[src/logic/dcsr_defs.svh]
`ifndef DCSR_DEFS_SVH
`define DCSR_DEFS_SVH
// register width and reset contents
`define DCSR_WIDTH 4
`define DCSR_RESET_WORD 4'h0
// snapshot fifo shape
`define DCSR_FIFO_DEPTH 16
`define DCSR_FIFO_AW 4
`endif

[src/logic/dcsr_pkg.sv]
package dcsr_pkg;
  // action taken on one system clock cycle
  typedef enum logic [1:0] {
    DCSR_HOLD,
    DCSR_LOAD,
    DCSR_SHIFT
  } dcsr_action_t;
endpackage

[src/logic/dcsr_fifo.sv]
`timescale 1ns/100ps
`default_nettype none
module dcsr_fifo #(
  parameter int WIDTH = 4,
  parameter int DEPTH = 16,
  parameter int AW = 4
) (
  input wire logic clk_sys, // system clock
  input wire logic rst, // async reset, high
  input wire logic ce, // clock enable
  input wire logic in_valid, // write request
  output logic in_ready, // room for a word
  input wire logic [WIDTH-1:0] in_data, // write data
  output logic out_valid, // word available
  input wire logic out_ready, // reader takes word
  output logic [WIDTH-1:0] out_data // head word, registered
);
  logic [WIDTH-1:0] mem [DEPTH];
  logic [AW-1:0] wr_ptr_reg;
  logic [AW-1:0] rd_ptr_reg;
  logic [AW:0] count_reg;
  logic [WIDTH-1:0] out_data_reg;
  logic out_valid_reg;
  wire logic do_wr;
  wire logic do_rd;
  wire logic load_out;

  // handshakes; output stage refills when empty or drained
  assign in_ready = (count_reg != (AW+1)'(DEPTH)) && ce;
  assign do_wr = in_valid && in_ready;
  assign load_out = !out_valid_reg || out_ready;
  assign do_rd = ce && load_out && (count_reg != '0);
  assign out_valid = out_valid_reg;
  assign out_data = out_data_reg;

  // storage array
  always_ff @(posedge clk_sys) begin
    if (do_wr) begin
      mem[wr_ptr_reg] <= in_data;
    end
  end

  // pointers, count and output register
  always_ff @(posedge clk_sys or posedge rst) begin
    if (rst) begin
      wr_ptr_reg <= '0;
      rd_ptr_reg <= '0;
      count_reg <= '0;
      out_valid_reg <= 1'b0;
      out_data_reg <= '0;
    end else if (ce) begin
      if (do_wr) wr_ptr_reg <= wr_ptr_reg + 1'b1;
      if (do_rd) rd_ptr_reg <= rd_ptr_reg + 1'b1;
      count_reg <= count_reg + (AW+1)'(do_wr) - (AW+1)'(do_rd);
      if (load_out) out_valid_reg <= do_rd;
      if (do_rd) out_data_reg <= mem[rd_ptr_reg];
    end
  end
endmodule
`default_nettype wire

[src/logic/dcsr_top.sv]
`timescale 1ns/100ps
`default_nettype none
`include "dcsr_defs.svh"
////////////////////////////////////////////////////////////////////////////
// Behaviour
// holds four bits; four parallel, one serial, mode, two clocks.
// mode high, load clock falling edge copies parallel inputs in.
// serial input never enters a stage while mode is high.
// mode low, shift clock falling edge shifts once; load clock ignored.
// shift puts serial in stage zero, stages move up one.
// shift left needs outside wiring of outputs to parallel inputs.
// no selected falling edge means outputs keep their levels.
// both clocks may be tied to one source by the outside.
// outside should change mode only while both clocks are low.
// mode change alone never alters the register contents.
// clocks synchronised to clk_sys; falling edge is one-cycle enable.
module dcsr_top
  import dcsr_pkg::*;
(
  input wire logic clk_sys, // system clock
  input wire logic rst, // async reset, high
  input wire logic ce, // clock enable
  input wire logic mode_sel, // high load/left, low right
  input wire logic load_clk, // load/left clock pin
  input wire logic shift_clk, // right shift clock pin
  input wire logic serial_in, // serial data pin
  input wire logic [3:0] par_in, // parallel data pins
  output logic stage0_out, // stage zero
  output logic stage1_out, // stage one
  output logic stage2_out, // stage two
  output logic stage3_out, // stage three
  output logic snap_valid, // snapshot word available
  input wire logic snap_ready, // snapshot consumer ready
  output logic [3:0] snap_data, // word after each update
  output logic snap_overflow_reg // update lost to full fifo
);
  logic [1:0] lclk_sync_reg;
  logic [1:0] sclk_sync_reg;
  logic [1:0] mode_sync_reg;
  logic serial_sync0_reg;
  logic serial_sync1_reg;
  logic [3:0] par_sync0_reg;
  logic [3:0] par_sync1_reg;
  logic lclk_last_reg;
  logic sclk_last_reg;
  logic [`DCSR_WIDTH-1:0] word_reg;
  logic [`DCSR_WIDTH-1:0] word_next;
  logic snap_push_reg;
  logic fifo_in_ready;
  wire logic lclk_fall;
  wire logic sclk_fall;
  wire logic mode_q;
  dcsr_action_t action;

  ////////////////////////////////////////////////////////////////////////////
  // two-stage synchronisers for every pin
  always_ff @(posedge clk_sys or posedge rst) begin
    if (rst) begin
      lclk_sync_reg <= 2'h0;
      sclk_sync_reg <= 2'h0;
      mode_sync_reg <= 2'h0;
      serial_sync0_reg <= 1'b0;
      serial_sync1_reg <= 1'b0;
      par_sync0_reg <= 4'h0;
      par_sync1_reg <= 4'h0;
    end else if (ce) begin
      lclk_sync_reg <= {lclk_sync_reg[0], load_clk};
      sclk_sync_reg <= {sclk_sync_reg[0], shift_clk};
      mode_sync_reg <= {mode_sync_reg[0], mode_sel};
      serial_sync0_reg <= serial_in;
      serial_sync1_reg <= serial_sync0_reg;
      par_sync0_reg <= par_in;
      par_sync1_reg <= par_sync0_reg;
    end
  end

  // edge history taken from second sync stage only
  always_ff @(posedge clk_sys or posedge rst) begin
    if (rst) begin
      lclk_last_reg <= 1'b0;
      sclk_last_reg <= 1'b0;
    end else if (ce) begin
      lclk_last_reg <= lclk_sync_reg[1];
      sclk_last_reg <= sclk_sync_reg[1];
    end
  end

  ////////////////////////////////////////////////////////////////////////////
  // falling edges as one-cycle enables
  assign lclk_fall = lclk_last_reg && !lclk_sync_reg[1];
  assign sclk_fall = sclk_last_reg && !sclk_sync_reg[1];
  assign mode_q = mode_sync_reg[1];

  // mode selects which clock counts
  // mode change alone selects hold
  assign action = (mode_q && lclk_fall) ? DCSR_LOAD :
                  (!mode_q && sclk_fall) ? DCSR_SHIFT : DCSR_HOLD;

  // next word per action
  always_comb begin
    case (action)
      // parallel load; R3: serial unused here
      DCSR_LOAD: word_next = par_sync1_reg;
      // serial into stage zero, others move up
      DCSR_SHIFT: word_next = {word_reg[2:0], serial_sync1_reg};
      // hold contents
      DCSR_HOLD: word_next = word_reg;
      default: word_next = word_reg;
    endcase
  end

  // the four-bit store
  always_ff @(posedge clk_sys or posedge rst) begin
    if (rst) begin
      word_reg <= `DCSR_RESET_WORD;
      snap_push_reg <= 1'b0;
      snap_overflow_reg <= 1'b0;
    end else if (ce) begin
      word_reg <= word_next;
      snap_push_reg <= (action != DCSR_HOLD);
      if (snap_push_reg && !fifo_in_ready) snap_overflow_reg <= 1'b1;
    end
  end

  ////////////////////////////////////////////////////////////////////////////
  // stage outputs straight from the store
  assign stage0_out = word_reg[0];
  assign stage1_out = word_reg[1];
  assign stage2_out = word_reg[2];
  assign stage3_out = word_reg[3];

  // snapshot fifo: one entry per load or shift
  dcsr_fifo #(
    .WIDTH(`DCSR_WIDTH),
    .DEPTH(`DCSR_FIFO_DEPTH),
    .AW(`DCSR_FIFO_AW)
  ) u_fifo (
    .clk_sys(clk_sys),
    .rst(rst),
    .ce(ce),
    .in_valid(snap_push_reg),
    .in_ready(fifo_in_ready),
    .in_data(word_reg),
    .out_valid(snap_valid),
    .out_ready(snap_ready),
    .out_data(snap_data)
  );

  ////////////////////////////////////////////////////////////////////////////
  // load edge in high mode copies parallel data
  a_load_copy: assert property (@(posedge clk_sys)
    disable iff (rst)
    (ce && mode_q && lclk_fall) |=> word_reg == $past(par_sync1_reg)
  ) else $error("load did not copy parallel data");

  // shift path never taken in high mode
  a_no_serial_load: assert property (@(posedge clk_sys)
    disable iff (rst)
    (ce && mode_q) |-> action != DCSR_SHIFT
  ) else $error("serial entered during load mode");

  // load edge ignored in low mode
  a_load_ignored: assert property (@(posedge clk_sys)
    disable iff (rst)
    (ce && !mode_q && lclk_fall && !sclk_fall) |=> $stable(word_reg)
  ) else $error("load clock acted in shift mode");

  // shift moves data up and takes serial bit
  a_shift_move: assert property (@(posedge clk_sys)
    disable iff (rst)
    (ce && !mode_q && sclk_fall) |=>
      word_reg == {$past(word_reg[2:0]), $past(serial_sync1_reg)}
  ) else $error("shift result wrong");

  // no selected edge holds outputs
  a_hold_outputs: assert property (@(posedge clk_sys)
    disable iff (rst)
    (!(mode_q ? lclk_fall : sclk_fall)) |=> $stable(word_reg)
  ) else $error("outputs changed without edge");

  // mode toggle with clocks idle keeps contents
  a_mode_change: assert property (@(posedge clk_sys)
    disable iff (rst)
    ($changed(mode_q) && !lclk_fall && !sclk_fall) |=> $stable(word_reg)
  ) else $error("mode change altered contents");

  // load edge enable lasts one cycle
  a_edge_pulse: assert property (@(posedge clk_sys)
    disable iff (rst)
    (ce && lclk_fall) |=> !lclk_fall
  ) else $error("edge enable longer than one cycle");

  // each update pushes the new word one cycle on
  a_snap_push: assert property (@(posedge clk_sys)
    disable iff (rst)
    (ce && action != DCSR_HOLD) |=> snap_push_reg
  ) else $error("update not pushed to fifo");

  // shift clock ignored in high mode
  a_shift_blocked: assert property (@(posedge clk_sys)
    disable iff (rst)
    (ce && mode_q && sclk_fall && !lclk_fall) |=> $stable(word_reg)
  ) else $error("shift clock acted in load mode");

  // enable low freezes the store
  a_freeze_hold: assert property (@(posedge clk_sys)
    disable iff (rst)
    !ce |=> $stable(word_reg)
  ) else $error("store changed with enable low");

  // shift edge enable lasts one cycle
  a_sclk_pulse: assert property (@(posedge clk_sys)
    disable iff (rst)
    (ce && sclk_fall) |=> !sclk_fall
  ) else $error("shift enable longer than one cycle");

  // edge history comes from the second sync stage
  a_sync_history: assert property (@(posedge clk_sys)
    disable iff (rst)
    (ce && $past(ce) && lclk_fall) |-> $past(lclk_sync_reg[1])
  ) else $error("load edge not from synced level");

  // a push that finds the fifo full is flagged
  a_overflow_set: assert property (@(posedge clk_sys)
    disable iff (rst)
    (ce && snap_push_reg && !fifo_in_ready) |=> snap_overflow_reg
  ) else $error("lost update not flagged");

  // overflow flag only clears on reset
  a_overflow_sticky: assert property (@(posedge clk_sys)
    disable iff (rst)
    snap_overflow_reg |=> snap_overflow_reg
  ) else $error("overflow flag cleared");
endmodule
`default_nettype wire

[config.mk]
export PLATFORM = sky130hd
export DESIGN_NAME = dcsr_top
export DESIGN_NICKNAME = d
export VERILOG_FILES = /design/src/logic/dcsr_pkg.sv /design/src/logic/dcsr_fifo.sv /design/src/logic/dcsr_top.sv
export VERILOG_INCLUDE_DIRS = /design/src /design/src/logic
export SDC_FILE = /design/constraint.sdc
export NUM_CORES = 1
export LEC_CHECK = 0
export BUFFER_PORTS_ARGS = -buffer_cell sky130_fd_sc_hd__buf_2
export CORE_MARGIN = 2
export CORE_UTILIZATION = 35
export CTS_CLUSTER_DIAMETER = 80
export DETAILED_ROUTE_END_ITERATION = 6
export SETUP_SLACK_MARGIN = 0.5
export SLEW_MARGIN = 40
export SYNTH_ARGS = -nofsm -noshare
export SYNTH_HDL_FRONTEND = slang
export SYNTH_SLANG_ARGS = --single-unit
export TNS_END_PERCENT = 30
[constraint.sdc]
create_clock -name clk_sys -period 7.81 [get_ports clk_sys]
set_clock_uncertainty 0.15 [all_clocks]
set_input_delay 1.1715 -clock clk_sys [delete_from_list [all_inputs] [get_ports clk_sys]]
set_output_delay 1.1715 -clock clk_sys [all_outputs]
set_load 0.01 [all_outputs]
==> impl_results.md <==
- Die Ht: 116.8 um
- Largest register FFs: 64
- Leak: 1.899 nW
- 1st-iter DRT viols: 127
- Critical path endpoint category: flop
- Critical Path Source Type: input pin
- Final slew viol count: 0
- Max Freq: 260.9 MHz
- Hold_sp: snap_overflow_reg$_DFFE_PP0P_
- Status: complete, no violations
- R2r setup slk: 4.41 ns
- Comb pwr share: 0.246
- DR vias/cell: 4.733
- Wire per inst: 15.48 um
- Worst Tran Pin Value: 0.7247 ns
- EDFF count, synth: 64
- Post-CTS resize count: 0
- Via count of the first global-routing pass: 2,288
- FF-to-FF Start: u_fifo.count_reg[3]$_DFFE_PP0P_
- Hold buffer count at CTS: 0
- CTS clk-pin slew, worst paths: 0.07 ns
- Tmin final: 3.833 ns
- Sequential-to-total area share from yosys stat: 0.6682
- Core area: 12,520 um^2
- Yosys warns: 0
- Share of layout cells above drive strength 1: 0.2273
- Final setup TNS: 0 ns
- Post-CTS Setup Bufs: 0
- Layout area overhead: 12.40%
- Skew-Pair Late Insertion Delay: 0.35 ns
- Crit Path Category: in2reg
- First-pass GRT wire length: 12.03 mm
- CP Max Fanout: 33
- Final period util: 0.4908
- # DRC: 0
- Worst-path cell chain: buf_2 -> o41a_1 -> o21ai_2 -> inv_1 -> ha_1 -> inv_1 -> ha_1 -> inv_1 -> fa_1 -> nand2b_1 -> a21oi_1 -> o21ai_0 -> a21boi_0 -> xor2_1
- Psw: 0.5249 mW
- Flops & latches, synth: 106
- Inserted Diodes: 0
- GP Congestion: 0.8067
- Slowest-stage cell, CP: buf_2
- Synth async-reset ratio: 0.3962
- Clk root buf: clkbuf_16
- Detailed Route WL: 7.428 mm
- Synth area leaders: edfxtp_1 (43%), dfrtp_1 (24%), mux4_1 (4.7%), mux2_2 (4.6%), mux4_2 (4.0%)
- GRT Overall Usage: 0.1213
- Worst VDD drop: 104.8 uV
- NumNets Final: 327
- Mapped Area: 4449 um^2
- Max H-tree Level: 3
- Power Density: 337.1 nW/um^2
- Final Hold Viols: 0
- Die area: 13,630 um^2
- Final setup vio count: 0
- Initial antenna violation count: 0
- Syn Area/Cell: 15.83 um^2
- CP most frequent cell: inv_1
- Worst EP required: 7.94 ns
- Row count: 41
- Post-DP HPWL: 5.085 mm
- Largest net degree at the start of global routing: 43
- Reg2Reg Depth: 16
- # port buffers: 21
- Clk pwr share: 0.258
- Clock Sinks: 106
- DIE WIDTH: 116.8 um
- Largest area contributor in the netlist: edfxtp_1
- Hold WC Path Type: reg2reg
- Most used DFF post-synth: edfxtp_1
- CTS tree: done
- Synth cell types: 38
- DR pass1 iterations: 6
- Switching portion of total power: 0.3113
- Syn Nets: 305
- DRT antenna net count: 0
- Reg power frac: 0.496
- Crit path launch: ce
- Vias: 2,272
- Fin cells: 480
- Placed insts: 464
- WP data arrival: 3.96 ns
- Gate Count Post-Synth: 281
- Max Cap Viol: 0
- Hold Crit Depth: 1
- Io pins: 22
- CTS Buf Count: 9
- Relative slew slack: 0.5169
- Yosys top cell area share: 0.4319
- Gr ovfl total: 0
- Initial Util: 0.3555
- Deepest clock path buffer count: 2
- Max incr delay on CP: 0.49 ns
- RSZ-0062 raised after global routing: false
- Internal: 1.161 mW
worst paths after layout:
| kind | end |
|---|---|
| setup / recovery | u_fifo.count_reg[4]$_DFFE_PP0P_ |
| hold / removal | snap_overflow_reg$_DFFE_PP0P_ |
| setup reg to reg | u_fifo.count_reg[4]$_DFFE_PP0P_ |
| hold reg to reg | snap_overflow_reg$_DFFE_PP0P_ |
| max in group asynchronous | u_fifo.wr_ptr_reg[3]$_DFFE_PP0P_ |
| min in group asynchronous | u_fifo.rd_ptr_reg[0]$_DFFE_PP0P_ |
power by group through the flow:
| stage | sequential, mW | combinational [mW] | clock (mW) |
|---|---|---|---|
| 4_1_cts | 0.840 | 0.426 | 0.444 |
| 5_1_grt | 0.855 | 0.468 | 0.462 |
| 2_1_floorplan | 0.798 | 0.350 | 0 |
| 6_report | 0.837 | 0.414 | 0.434 |
| 3_5_place_dp | 0.851 | 0.424 | 0 |
| 3_3_place_gp | 0.850 | 0.415 | 0 |
Yosys cell counts (5+ instances only):
master,n
nor2_1,14
mux2i_1,8
mux4_2,8
dfrtp_1,42
o21ai_1,5
mux2_2,18
ha_1,11
edfxtp_1,64
mux4_1,8
o21ai_0,10
nand2_1,25
xnor2_1,7
inv_1,15
nand2b_1,5
worst max-delay path: cells and delay by family:
kind                       cells  cell delay (ns)
adders and majority gates      3             0.77
AOI/OAI and AO/OA              5             0.91
buffers and inverters          4             0.76
and+or+nand+nor                1             0.17
xor gates and xnor gates       1             0.17
final cells by class:
cell class | count | area [um^2]
fillers | 1154 | 7516
multi-input cells | 147 | 1341
well taps | 172 | 215.2
repair buffers | 24 | 127.6
clock inverters | 5 | 33.78
inverters | 15 | 56.30
flip-flops and latches | 106 | 2973
clock buffers | 11 | 254.0
metal layers:
metal	GRT usage	share of wire
met1	0.1486	0.44
met2	0.1992	0.51
met3	0.03166	0.026
met4	0.06118	0.022
met5	0	0
cells by family (layout without fill, tap and decap cells):
family          count (synthesis)  in the layout  synth area share
flops                         106            106            0.6682
simple gates                   57             57           0.05934
mux                            42             42            0.1513
compound gates                 28             28           0.03881
buf+inv                        28             55           0.03121
fa+ha+maj                      12             12           0.03543
xor+xnor                        8              8           0.01575
stage by stage:
step                setup slack [ns]  utilization  hold WS (ns)  instance area, um^2  power [mW]
finish                         3.977       0.3995        0.3380                 5001       1.686
global route                   3.640       0.3995        0.3680                 5001       1.785
CTS                            3.809       0.3992        0.3493                 4997       1.710
detailed placement             3.454       0.3763        0.3336                 4710       1.276
global placement               3.333       0.3763        0.3205                 4710       1.265
floorplan                      4.343            -        0.3070                 4449       1.148
placed cells by master, fill, tap and decap left out, types with 2 or more instances in the layout:
master     netlist  final
edfxtp_1        64     64
dfrtp_1         42     42
nand2_1         25     25
buf_2            4     21
mux2_2          18     18
inv_1           15     14
nor2_1          14     14
ha_1            11     11
clkbuf_16        0     10
o21ai_0         10      9
mux2i_1          8      8
mux4_2           8      8
mux4_1           8      8
xnor2_1          7      7
o21ai_1          5      5
nand2b_1         5      5
o221ai_1         4      4
nor3_1           4      4
a21oi_1          4      4
buf_4            1      3
a21o_1           2      2
nand4_1          2      2
inv_6            0      2
clkinv_2         0      2
Note: power is estimated with default switching activity, not from simulation.
